## src/hwsf_pkg.sv

```systemverilog
// Constants shared by the hit word serial framer, its checks and its bench.
// Assumes one system clock that is also the serializer transmit clock.
package hwsf_pkg;

   // Frame geometry
   localparam int HIT_W = 64;
   localparam int WORD_W = 16;
   localparam int CNT_W = 16;
   localparam int FRAME_W = 80;
   localparam int WORDS_PER_FRAME = 6;
   localparam int HIT_WORDS = 4;

   // Word positions within a frame on the serializer
   localparam logic [2:0] WORD_FIRST = 3'h0;
   localparam logic [2:0] WORD_COUNT = 3'h4;
   localparam logic [2:0] WORD_CEXT = 3'h5;

   // Carrier-extend filler word, value arbitrary
   localparam logic [15:0] CARRIER_EXT_WORD = 16'hC5C5;

   // Reset values
   localparam logic [15:0] BEAM_CNT_RESET = 16'h0000;
   localparam logic [15:0] TX_IDLE_WORD = 16'h0000;
   localparam logic [7:0] DAC_RESET_CODE = 8'h00;
   localparam logic [5:0] DAC_CH_RESET = 6'h00;

   // Threshold DAC scale
   localparam int DAC_CODE_W = 8;
   localparam int DAC_CH_W = 6;
   localparam int DAC_CHANNELS = 64;
   localparam int DAC_STEP_MV = 2;
   localparam int DAC_FULL_MV = 512;
   localparam logic [5:0] DAC_CH_LAST = 6'h3F;

   // Timing
   localparam int SYS_CLK_KHZ = 40000;
   localparam int BEAM_PERIOD_NS = 106;
   localparam int BEAM_PERIOD_CYC = (BEAM_PERIOD_NS * SYS_CLK_KHZ) / 1000000;

   // Slow-control command word fields
   localparam int OP_MSB = 15;
   localparam int OP_LSB = 14;
   localparam int CH_MSB = 13;
   localparam int CH_LSB = 8;
   localparam int CODE_MSB = 7;
   localparam int CODE_LSB = 0;

   // Slow-control opcodes
   localparam logic [1:0] OP_NOP = 2'h0;
   localparam logic [1:0] OP_SET = 2'h1;
   localparam logic [1:0] OP_INIT = 2'h2;
   localparam logic [1:0] OP_RESET = 2'h3;

   typedef enum logic [0:0] {
      SC_IDLE = 1'b0,
      SC_WALK = 1'b1
   } hwsf_sc_e;

endpackage : hwsf_pkg

```

## src/hwsf_fifo.sv

```systemverilog
// Frame buffer between hit capture and the word serializer.
// Assumes a single clock and synchronous active-high clear.
`timescale 1ns/100ps
module hwsf_fifo #(
   parameter int WIDTH = 80,
   parameter int DEPTH = 4
) (
   input wire logic clk,
   input wire logic srst,
   input wire logic in_valid,
   output logic in_ready,
   input wire logic [WIDTH-1:0] in_data,
   output logic out_valid,
   input wire logic out_ready,
   output logic [WIDTH-1:0] out_data
);
   localparam int AW = $clog2(DEPTH);

   generate
      if (DEPTH < 2 || (1 << AW) != DEPTH) begin : g_bad_depth
         $error("hwsf_fifo DEPTH must be a power of two, at least 2");
      end
   endgenerate

   logic [WIDTH-1:0] mem_q [DEPTH];
   logic [AW:0] wr_q;
   logic [AW:0] rd_q;
   wire full = (wr_q[AW] != rd_q[AW]) && (wr_q[AW-1:0] == rd_q[AW-1:0]);
   wire empty = (wr_q == rd_q);
   wire push = in_valid && !full;
   wire pop = out_ready && !empty;

   assign in_ready = !full;
   assign out_valid = !empty;
   assign out_data = mem_q[rd_q[AW-1:0]];

   always_ff @(posedge clk) begin
      if (push) begin
         mem_q[wr_q[AW-1:0]] <= in_data;
      end
   end

   always_ff @(posedge clk) begin
      if (srst) begin
         wr_q <= '0;
         rd_q <= '0;
      end else begin
         if (push) begin
            wr_q <= wr_q + 1'b1;
         end
         if (pop) begin
            rd_q <= rd_q + 1'b1;
         end
      end
   end

endmodule : hwsf_fifo

```

## src/hwsf_framer.sv

```systemverilog
// Hit word serial framer: captures 64 hit bits per beam clock, frames
// them with a beam count and a carrier-extend word, sends 16-bit words
// to the serializer and drives the per-channel threshold DACs from
// slow-control words arriving on the deserializer side.
// Assumes all inputs synchronous to SYS_CLK, the transmit clock.
`timescale 1ns/100ps

module hwsf_framer #(
   parameter int FIFO_DEPTH = 4
) (
   input wire logic SYS_CLK,
   input wire logic SRST,
   input wire logic BEAM_CLK,
   input wire logic [63:0] HITS,
   output logic [15:0] TX_DATA,
   output logic TX_EN,
   input wire logic [15:0] RX_DATA,
   input wire logic RX_VALID,
   output logic [5:0] DAC_CH,
   output logic [7:0] DAC_CODE,
   output logic DAC_WR,
   output logic OVERFLOW,
   output logic SC_BUSY
);

   generate
      if (FIFO_DEPTH < 2 || FIFO_DEPTH > 64) begin : g_bad_param
         $error("hwsf_framer FIFO_DEPTH out of range");
      end
   endgenerate

   // Word of a frame at a given position
   function automatic logic [15:0] frame_word(
      input logic [79:0] f,
      input logic [2:0] i
   );
      logic [15:0] w;
      w = hwsf_pkg::CARRIER_EXT_WORD;
      case (i)
         3'h0: w = f[15:0];
         3'h1: w = f[31:16];
         3'h2: w = f[47:32];
         3'h3: w = f[63:48];
         hwsf_pkg::WORD_COUNT: w = f[79:64];
         default: w = hwsf_pkg::CARRIER_EXT_WORD;
      endcase
      return w;
   endfunction : frame_word

   // ---------------- Beam clock capture ----------------
   logic beam_q;
   logic [15:0] beam_cnt_q;
   logic [15:0] beam_cnt_d;
   logic overflow_q;
   logic flush_q;
   logic sc_clear;

   // Beam clock is sampled as a level; a rising edge opens a new frame
   wire beam_rise = BEAM_CLK && !beam_q;
   wire cap_valid = beam_rise;
   wire [79:0] cap_frame = {beam_cnt_q, HITS};
   wire cap_ready;

   assign beam_cnt_d = beam_cnt_q + 16'h0001;

   always_ff @(posedge SYS_CLK) begin
      if (SRST) begin
         beam_q <= 1'b0;
      end else begin
         beam_q <= BEAM_CLK;
      end
   end

   always_ff @(posedge SYS_CLK) begin
      if (SRST || flush_q) begin
         beam_cnt_q <= hwsf_pkg::BEAM_CNT_RESET;
      end else if (beam_rise) begin
         beam_cnt_q <= beam_cnt_d;
      end
   end

   // ---------------- Frame buffer ----------------
   logic buf_valid;
   logic buf_ready;
   logic [79:0] buf_frame;

   // Flush the cycle after the reset command; TX_DATA can still take one last frame word at the flush edge
   hwsf_fifo #(
      .WIDTH(hwsf_pkg::FRAME_W),
      .DEPTH(FIFO_DEPTH)
   ) u_fifo (
      .clk(SYS_CLK),
      .srst(SRST || flush_q),
      .in_valid(cap_valid),
      .in_ready(cap_ready),
      .in_data(cap_frame),
      .out_valid(buf_valid),
      .out_ready(buf_ready),
      .out_data(buf_frame)
   );

   // ---------------- Word serializer ----------------
   logic busy_q;
   logic [2:0] word_q;
   logic [79:0] frame_q;
   logic [15:0] tx_data_q;
   logic tx_en_q;

   wire last_word = (word_q == hwsf_pkg::WORD_CEXT);
   // Next frame is taken back to back with the last word of the current one
   assign buf_ready = !busy_q || last_word;

   always_ff @(posedge SYS_CLK) begin
      if (SRST || flush_q) begin
         busy_q <= 1'b0;
         word_q <= hwsf_pkg::WORD_FIRST;
         frame_q <= '0;
      end else if (buf_ready && buf_valid) begin
         busy_q <= 1'b1;
         word_q <= hwsf_pkg::WORD_FIRST;
         frame_q <= buf_frame;
      end else if (busy_q) begin
         busy_q <= !last_word;
         word_q <= word_q + 3'h1;
      end
   end

   // Output register carries one frame word per cycle while busy, the idle word otherwise
   always_ff @(posedge SYS_CLK) begin
      if (SRST) begin
         tx_data_q <= hwsf_pkg::TX_IDLE_WORD;
         tx_en_q <= 1'b0;
      end else if (busy_q) begin
         tx_data_q <= frame_word(frame_q, word_q);
         tx_en_q <= 1'b1;
      end else begin
         tx_data_q <= hwsf_pkg::TX_IDLE_WORD;
         tx_en_q <= 1'b0;
      end
   end

   assign TX_DATA = tx_data_q;
   assign TX_EN = tx_en_q;

   // Overflow is sticky; a frame lost in the clearing cycle still sets it
   wire cap_lost = cap_valid && !cap_ready;

   always_ff @(posedge SYS_CLK) begin
      if (SRST) begin
         overflow_q <= 1'b0;
      end else if (cap_lost) begin
         overflow_q <= 1'b1;
      end else if (sc_clear) begin
         overflow_q <= 1'b0;
      end
   end

   assign OVERFLOW = overflow_q;

   // ---------------- Slow control and threshold DACs ----------------
   hwsf_pkg::hwsf_sc_e sc_q;
   logic [7:0] thr_q [hwsf_pkg::DAC_CHANNELS];
   logic [5:0] walk_q;
   logic [5:0] dac_ch_q;
   logic [7:0] dac_code_q;
   logic dac_wr_q;

   wire [1:0] rx_op = RX_DATA[hwsf_pkg::OP_MSB:hwsf_pkg::OP_LSB];
   wire [5:0] rx_ch = RX_DATA[hwsf_pkg::CH_MSB:hwsf_pkg::CH_LSB];
   wire [7:0] rx_code = RX_DATA[hwsf_pkg::CODE_MSB:hwsf_pkg::CODE_LSB];
   // Commands are only taken while no reload walk is running
   wire sc_take = RX_VALID && (sc_q == hwsf_pkg::SC_IDLE);
   wire cmd_set = sc_take && (rx_op == hwsf_pkg::OP_SET);
   wire cmd_init = sc_take && (rx_op == hwsf_pkg::OP_INIT);
   wire cmd_reset = sc_take && (rx_op == hwsf_pkg::OP_RESET);
   assign sc_clear = cmd_init || cmd_reset;
   wire walk_last = (walk_q == hwsf_pkg::DAC_CH_LAST);

   always_ff @(posedge SYS_CLK) begin
      if (SRST) begin
         flush_q <= 1'b0;
      end else begin
         flush_q <= cmd_reset;
      end
   end

   // Threshold table; reset command returns every channel to zero
   always_ff @(posedge SYS_CLK) begin
      if (SRST || cmd_reset) begin
         for (int i = 0; i < hwsf_pkg::DAC_CHANNELS; i++) begin
            thr_q[i] <= hwsf_pkg::DAC_RESET_CODE;
         end
      end else if (cmd_set) begin
         thr_q[rx_ch] <= rx_code;
      end
   end

   always_ff @(posedge SYS_CLK) begin
      if (SRST) begin
         sc_q <= hwsf_pkg::SC_IDLE;
         walk_q <= hwsf_pkg::DAC_CH_RESET;
      end else begin
         case (sc_q)
            hwsf_pkg::SC_IDLE: begin
               if (sc_clear) begin
                  sc_q <= hwsf_pkg::SC_WALK;
                  walk_q <= hwsf_pkg::DAC_CH_RESET;
               end
            end
            hwsf_pkg::SC_WALK: begin
               walk_q <= walk_q + 6'h01;
               if (walk_last) begin
                  sc_q <= hwsf_pkg::SC_IDLE;
               end
            end
            default: begin
               sc_q <= hwsf_pkg::SC_IDLE;
            end
         endcase
      end
   end

   // One DAC write per direct set, or per channel during a reload walk
   always_ff @(posedge SYS_CLK) begin
      if (SRST) begin
         dac_ch_q <= hwsf_pkg::DAC_CH_RESET;
         dac_code_q <= hwsf_pkg::DAC_RESET_CODE;
         dac_wr_q <= 1'b0;
      end else if (sc_q == hwsf_pkg::SC_WALK) begin
         dac_ch_q <= walk_q;
         dac_code_q <= thr_q[walk_q];
         dac_wr_q <= 1'b1;
      end else if (cmd_set) begin
         dac_ch_q <= rx_ch;
         dac_code_q <= rx_code;
         dac_wr_q <= 1'b1;
      end else begin
         dac_wr_q <= 1'b0;
      end
   end

   assign DAC_CH = dac_ch_q;
   assign DAC_CODE = dac_code_q;
   assign DAC_WR = dac_wr_q;
   assign SC_BUSY = (sc_q == hwsf_pkg::SC_WALK);

endmodule : hwsf_framer

```

## config.mk

```make
export PLATFORM = sky130hd
export DESIGN_NAME = hwsf_framer
export DESIGN_NICKNAME = d
export VERILOG_FILES = /design/src/hwsf_pkg.sv /design/src/hwsf_fifo.sv /design/src/hwsf_framer.sv
export SDC_FILE = /design/constraint.sdc
export NUM_CORES = 1
export LEC_CHECK = 0
export ABC_CLOCK_PERIOD_IN_PS = 7580
export BUFFER_PORTS_ARGS = -buffer_cell sky130_fd_sc_hd__buf_4
export CAP_MARGIN = 20
export CORE_MARGIN = 4
export CORE_UTILIZATION = 25
export DETAILED_ROUTE_END_ITERATION = 8
export PLACE_DENSITY_LB_ADDON = 0.05
export SETUP_SLACK_MARGIN = 0.05
export SLEW_MARGIN = 25
export SYNTH_ARGS = -nofsm -noshare
export SYNTH_HDL_FRONTEND = slang
export SYNTH_SLANG_ARGS = --single-unit
```

## constraint.sdc

```tcl
create_clock -name SYS_CLK -period 7.58 [get_ports SYS_CLK]
set_input_delay 0.758 -clock SYS_CLK [delete_from_list [all_inputs] [get_ports SYS_CLK]]
set_output_delay 0.758 -clock SYS_CLK [all_outputs]
set_load 0.02 [all_outputs]
```

==> metrics.md, run 1 <==
| Metric | Value |
|---|---|
| Worst Path Max Fanout | 44 |
| Clk_skew | between 0.03 and 0.04 ns |
| Crit path max-delay family | compound AO/OA/AOI/OAI gates |
| Port-buffer cells | 117 |
| Peak supply drop | about 0.17 mV |
| Syn_area_per_cell | around 15 sq um |
| Area growth, synth to finish | 17.1% |
| Vias/cell | 4.51 |
| DR vias | around 23000 |
| Starting DRT DRC Count | 1712 |
| WP buf/inv | 1 |
| DRT Wirelength | between 100000 and 150000 microns |
| DIE HEIGHT | 414 microns |
| Initial antenna violation count | 8 |
| Critical path type | flop to flop |
| Top_reg_cell synth | edfxtp_1 |
| Worst hold start | HITS[24] |
| CTS Sinks | 986 |
| Asr flop ratio synth | 0% |
| Min Tclk post-route | 3.88 ns |
| Gr busiest metal | met2 |
| Max_cap viols | 0 |
| CP arrival | 4.23 ns |
| Critical-path cell list | xnor2_1 > a311oi_1 > and2_4 > buf_4 |
| Netlist Area Pre-Place | 41300 sq um |
| Slew @ Worst Pin | roughly 1.1 ns |
| Pwr per Cell Area | 285 nW/um^2 |
| Clock transition at path regs | about 0.060 ns |
| RePlAce Congestion | 0.776 |
| FF+latch count, synth | 986 |
| Residual DRC | 0 |
| Fin. Hold Viols | 0 |
| CTS buffer count | 115 |
| Grt met1 use | a little under a fifth |
| Final worst slack | 3.70 ns |
| WL per Instance | 26.0 microns |
| H-tree depth | 3 |
| Post-DP HPWL | 84300 microns |
| Site Rows | 148 |
| Met3 Use GR | between 2 and 3% |
| Reg2reg end | u_fifo.mem_q[3][36] |
| Routed Antenna Nets | 0 |
| Clock buffer depth | 3 |
| Final Net Count | 2905 |
| Place WS | 3.52 ns |
| WHS Endpoint | u_fifo.mem_q[3][24] |
| # resized after CTS | 0 |
| Endpoint class of the critical path | flop |
| Worst setup SP type | flop |
| EDFF count, synth | 832 |
| Initial Util | roughly a quarter |
| R2R Path Start | u_fifo.rd_q[1] |
| Initial DRT Pass Iterations | 5 |
| CTS tree | yes |
| Leakage power | 16.1 nW |
| F_max | 258 MHz |
| Pin count of the biggest net entering global routing | 92 |
| Hold slack | 0.229 ns |
| Post-CTS Setup Bufs | 0 |
| Status | completed |
| Worst R2R Setup Slack | 3.70 ns |
| Final setup viols | 0 |
| Crit share post-route | 51.1% |
| Worst-Skew Late Latency | 0.71 ns |
| Hold depth | 1 |
| Unrepaired setup endpoints after global routing | false |
| Register-to-Register Path Depth | 4 |
| Ys Warns | 0 |
| Core Region | 164000 sq um |
| Slowest-stage cell, CP | a311oi_1 |
| Relative slew slack | around 29% |
| Syn nets | 2821 |
| # hold bufs at CTS | 0 |
| Via count of the first global-routing pass | 24587 |
| Final Max Tran Viols | 0 |
| GRT Util Overall | between 10% and 20% |
| Sequential share of the synthesized area | 68.0% |
| IO Pins | 118 |
| Critical Path RT | 7.94 ns |
| CP peak stage delay | ~0.9 ns |
| Clock root buffer | clkbuf_16 |
| Die ar. | between 150000 and 200000 sq um |
| Gr ovfl total | 0 |
| Post-route setup TNS | 0 ns |
| Netlist cell types | 52 |
| HP Class | input port to flop |
| Synth Instances | around 2700 |
| Layout cell share with drive strength beyond 1 | 20.0% |
| Die width | between 400 and 500 microns |
| Global-route met2 utilization | a little over a quarter |
| First-pass GRT wire length | 188000 microns |
[layout by cell type (no fill, tap or decap), types with 61 or more instances in the layout]
cell type	synthesis	layout
and2_1	518	514
buf_4	0	162
dfxtp_1	154	148
edfxtp_1	832	832
a21oi_1	147	146
nand2_1	209	209
mux4_2	214	214
clkbuf_16	0	116
nor2_1	122	122
o21ai_1	1	61
[through the flow]
step | cells | power, mW | area, sq um | util, %
finish | 5085 | 13.8 | 48400 | 29.6
global placement | 4865 | 8.35 | 44500 | 27.2
floorplan | 2725 | 7.56 | 41300 | -
global route | 5081 | 14.4 | 48300 | 29.6
CTS | 5079 | 14.0 | 48300 | 29.6
detailed placement | 4867 | 8.36 | 44500 | 27.2
[registers in the layout (all words and copies together) (netlist names), named ones only]
register,flops
thr_q,512
u_fifo.mem_q,320
frame_q,80
TX_DATA,16
beam_cnt_q,16
DAC_CODE,8
DAC_CH,6
walk_q,6
u_fifo.rd_q,3
u_fifo.wr_q,3
word_q,3
DAC_WR,1
OVERFLOW,1
SC_BUSY,1
TX_EN,1
beam_q,1
busy_q,1
flush_q,1
[cell usage after synthesis (3+ instances only)]
| cell | n | area share (%) |
|---|---|---|
| o21ai_0 | 77 | 0.93 |
| nor2b_1 | 13 | 0.20 |
| nor3_1 | 9 | 0.11 |
| o211ai_1 | 4 | 0.073 |
| buf_2 | 25 | 0.30 |
| a21oi_1 | 147 | 1.8 |
| or2_2 | 4 | 0.061 |
| buf_1 | 20 | 0.18 |
| o22ai_1 | 11 | 0.17 |
| xor2_1 | 9 | 0.19 |
| nor3b_1 | 9 | 0.16 |
| mux2_2 | 19 | 0.52 |
| inv_1 | 11 | 0.10 |
| clkbuf_1 | 151 | 1.4 |
| nor2_1 | 122 | 1.1 |
| nand4_1 | 7 | 0.11 |
| xnor2_1 | 12 | 0.25 |
| mux2i_1 | 22 | 0.53 |
| and3_1 | 4 | 0.061 |
| ha_1 | 12 | 0.36 |
| mux4_2 | 214 | 12 |
| nand2_1 | 209 | 1.9 |
| a2111o_1 | 4 | 0.11 |
| a22oi_1 | 7 | 0.13 |
| a222oi_1 | 9 | 0.22 |
| and2_1 | 518 | 7.9 |
| buf_6 | 3 | 0.082 |
| edfxtp_1 | 832 | 61 |
| nand2b_1 | 6 | 0.091 |
| o221ai_1 | 7 | 0.15 |
| nand3_1 | 24 | 0.29 |
| a211oi_1 | 11 | 0.20 |
| or3_1 | 6 | 0.091 |
| dfxtp_1 | 154 | 7.5 |
| nand3b_1 | 10 | 0.18 |
[worst max-delay path by stage]
stage | start | endpoint | cells past startpoint
floorplan | u_fifo.rd_q[0] | u_fifo.mem_q[3][0] | 4
global placement | u_fifo.rd_q[1] | u_fifo.mem_q[3][38] | 4
detailed placement | u_fifo.rd_q[1] | u_fifo.mem_q[3][38] | 4
CTS | u_fifo.rd_q[1] | u_fifo.mem_q[3][36] | 4
global route | u_fifo.rd_q[1] | u_fifo.mem_q[3][36] | 4
finish | u_fifo.rd_q[1] | u_fifo.mem_q[3][36] | 4
[worst reg2reg max path, stage by stage (launching register included)]
cell and delay (ns):
dfxtp_4 0.74, xnor2_1 0.31, a311oi_1 0.89, and2_4 0.88
buf_4 0.68
[cell type report]
| cell class | count | area [sq um] |
|---|---|---|
| Fill cell | 16313 | 115000 |
| Sequential cell | 986 | 28100 |
| Multi-Input combinational cell | 1528 | 12400 |
| Clock buffer | 151 | 3110 |
| Tap cell | 2175 | 2720 |
| Timing Repair Buffer | 166 | 1260 |
| Clock inverter | 61 | 678 |
| Inverter | 12 | 45.0 |
| Antenna cell | 6 | 15.0 |
[cells by family after synthesis]
group,count (synthesis),share of synthesized area [%]
flip-flops,986,68.0
AND/OR/NAND/NOR,947,12.3
AO/OA/AOI/OAI,293,4.08
multiplexers,255,12.7
buffers and inverters,211,2.05
XOR/XNOR,21,0.446
adder cells (fa/ha/maj),12,0.364
[report_power, final]
part,internal [mW],total (mW),switching [mW]
Sequential,6.26,6.50,0.244
Combinational,0.604,1.66,1.06
Clock,3.32,5.61,2.29
Total,10.2,13.8,3.59
[layer usage]
metal | up-vias | part of all wire [%] | routed length [microns]
met2 | 456 | 51 | 66900
met5 | - | 0.014 | 18
met4 | 2 | 3.4 | 4480
met3 | 184 | 3.8 | 4970
met1 | 11943 | 42 | 55800
li1 | 10356 | - | -
(Power assumes the default switching activity.)
==> run 2, diff against run 1 <==
--- a/config.mk
+++ b/config.mk
@@ -5,7 +5,7 @@
 export SDC_FILE = /design/constraint.sdc
 export NUM_CORES = 1
 export LEC_CHECK = 0
-export ABC_CLOCK_PERIOD_IN_PS = 7580
+export ABC_CLOCK_PERIOD_IN_PS = 3900
 export BUFFER_PORTS_ARGS = -buffer_cell sky130_fd_sc_hd__buf_4
 export CAP_MARGIN = 20
 export CORE_MARGIN = 4
==> constraint.sdc (replaced) <==
create_clock -name SYS_CLK -period 3.9 [get_ports SYS_CLK]
set_input_delay 0.39 -clock SYS_CLK [delete_from_list [all_inputs] [get_ports SYS_CLK]]
set_output_delay 0.39 -clock SYS_CLK [all_outputs]
set_load 0.02 [all_outputs]
==> run 2 against run 1 <==
Non-clock buffer count increased by 138. Utilization increased by 0.95 points. Sequential power increased by 92%. Design area increased by 3.2%. Clock skew increased by 0.0061 ns. Combinational power increased by 110%. Clock-buffer cell count increased by 15. Total power increased by 97%. Die area unchanged. Via count increased by 1.8%. Highest routed layer unchanged. Cell count increased by 2.9%.
==> metrics.md, run 2 (same netlist as run 1, synthesis figures left out) <==
| Metric | Value |
|---|---|
| Post-DP HPWL | 81600 microns |
| Final setup viols | 0 |
| First-pass GRT wire length | 187000 microns |
| IO Pins | 118 |
| Final Max Tran Viols | 0 |
| DR vias | 23353 |
| F_max | between 300 and 400 MHz |
| HP Class | input port to flop |
| DRT Wirelength | approximately 130000 microns |
| Min Tclk post-route | 2.91 ns |
| RePlAce Congestion | 0.768 |
| Hold slack | slightly below 0.1 ns |
| Final worst slack | 0.993 ns |
| Vias/cell | 4.46 |
| # resized after CTS | 0 |
| Worst Path Max Fanout | 22 |
| Clock transition at path regs | 0.06 ns |
| Area growth, synth to finish | 20.9% |
| Area of the multi-input gates | approximately 12000 sq um |
| Most common cell after layout, fill and taps aside | edfxtp_1 |
| Die ar. | 172000 sq um |
| Slew @ Worst Pin | 1.03 ns |
| Post-CTS Setup Bufs | 0 |
| Unrepaired setup endpoints after global routing | false |
| Routed Antenna Nets | 0 |
| Top reg by flops | thr_q |
| Clk_skew | 0.0444 ns |
| Post-route setup TNS | 0 ns |
| Commonest non-fill, non-tap cells in the layout | 832 x edfxtp_1, 514 x and2_1, 220 x buf_4, 214 x mux4_2, 209 x nand2_1 |
| Final Net Count | 3046 |
| Residual DRC | 0 |
| Gr ovfl total | 0 |
| Fillcell total | around 16000 |
| Peak supply drop | 0.360 mV |
| Port-buffer cells | ~120 |
| CTS tree | yes |
| Initial DRT Pass Iterations | 5 |
| Die width | around 410 microns |
| Fin. Hold Viols | 0 |
| Placed cell areas | 45300 sq um |
| Worst-Skew Late Latency | approximately 0.75 ns |
| Starting DRT DRC Count | 1535 |
| Core Region | 164000 sq um |
| DIE HEIGHT | 414 microns |
| CP most frequent cell | mux4_2 |
| Layout cell share with drive strength beyond 1 | 21.8% |
| Crit share post-route | 74.5% |
| Endpoint class of the critical path | flop |
| Flip-flop and latch area | between 20000 and 30000 sq um |
| Final instance area | 49900 sq um |
| Initial antenna violation count | 11 |
| Status | completed |
| Site Rows | 148 |
| Worst setup SP type | flop |
| Initial Util | between 20% and 30% |
| CP peak stage delay | 0.69 ns |
| Critical-path cell list | buf_4 > mux4_2 > mux4_2 > mux2_2 > nand2_1 > o211ai_1 |
| Pwr per Cell Area | between 500 and 600 nW/um^2 |
| CTS Sinks | 986 |
| Slowest-stage cell, CP | dfxtp_4 |
| Crit path max-delay family | multiplexers |
| WP buf/inv | 1 |
| Leakage power | 16.9 nW |
| CTS buffer count | between 100 and 150 |
| Critical Path RT | 4.50 ns |
| Relative slew slack | 31.0% |
| Pin count of the biggest net entering global routing | 83 |
| Critical path type | flop to flop |
| Largest register FFs | roughly 500 |
| GRT Util Overall | 14.9% |
| CP arrival | 3.51 ns |
| H-tree depth | 3 |
| Clock root buffer | clkbuf_16 |
| Place WS | 0.511 ns |
| Clock buffer depth | 3 |
| Max_cap viols | 0 |
| WL per Instance | 24.6 microns |
| Via count of the first global-routing pass | 25285 |
## run 2: changes by cell type in the layout (fill, tap and decap cells not counted), sizes merged
cell,delta
inv,+1
buf,+71
clkbuf,+15
clkinv,-4
bufinv,-2
dlygate4sd3,+67
## run 2: path summary, 6_finish.rpt
path,from,end,slack (ns),depth (start not counted)
hold / removal,RX_DATA[9],DAC_CH[1],0.1,5
setup / recovery,flop,DAC_CODE[2],0.99,6
setup reg to reg,flop,DAC_CODE[2],0.99,6
hold reg to reg,frame_q[55],frame_q[55],0.45,2
## run 2: worst reg2reg max path: cells and delay by family, from the launching register on
family | cells | cell delay [ns]
buf+inv | 1 | 0.41
mux | 3 | 1.37
compound gates | 1 | 0.12
flops | 1 | 0.69
simple gates | 1 | 0.18
## run 2: area by class of cell
| class | count | area share [%] |
|---|---|---|
| Multi-Input combinational cell | 1528 | 24.9 |
| Sequential cell | 986 | 56.3 |
| Clock buffer | 166 | 6.68 |
| Antenna cell | 6 | 0.0301 |
| Inverter | 12 | 0.0903 |
| Timing Repair Buffer | 304 | 5.34 |
| Clock inverter | 56 | 1.21 |
| Tap cell | 2175 | 5.45 |
## run 2: timing repair
| item | in CTS | in global routing |
|---|---|---|
| endpoints found under the hold margin | 259 | 0 |
| hold buffers | 67 | 0 |
| setup endpoints to repair | 0 | 0 |
## run 2: layer usage
metal / track usage [%] / part of all wire (%) / up-vias
li1: - / - / 10636
met1: 19.1 / 44 / 12138
met2: 26.1 / 51 / 414
met3: 2.25 / 3.1 / 163
met4: 4.05 / 2.6 / 2
met5: 0 / 0.010 / -
## run 2: where the power goes
group	switching (mW)	total, mW	leakage (nW)	internal (mW)
sequential	0.371	12.5	9.51	12.1
clock	4.50	11.2	1.93	6.66
combinational	2.10	3.41	5.48	1.31
total	6.97	27.1	16.9	20.1
## run 2: metrics by stage
stage | util [%] | total power [mW] | std cells
global route | 30.5 | 28.4 | 5228
finish | 30.5 | 27.1 | 5233
global placement | 27.7 | 16.2 | 4938
floorplan | - | 14.7 | 2725
detailed placement | 27.7 | 16.3 | 4938
CTS | 30.5 | 27.7 | 5227
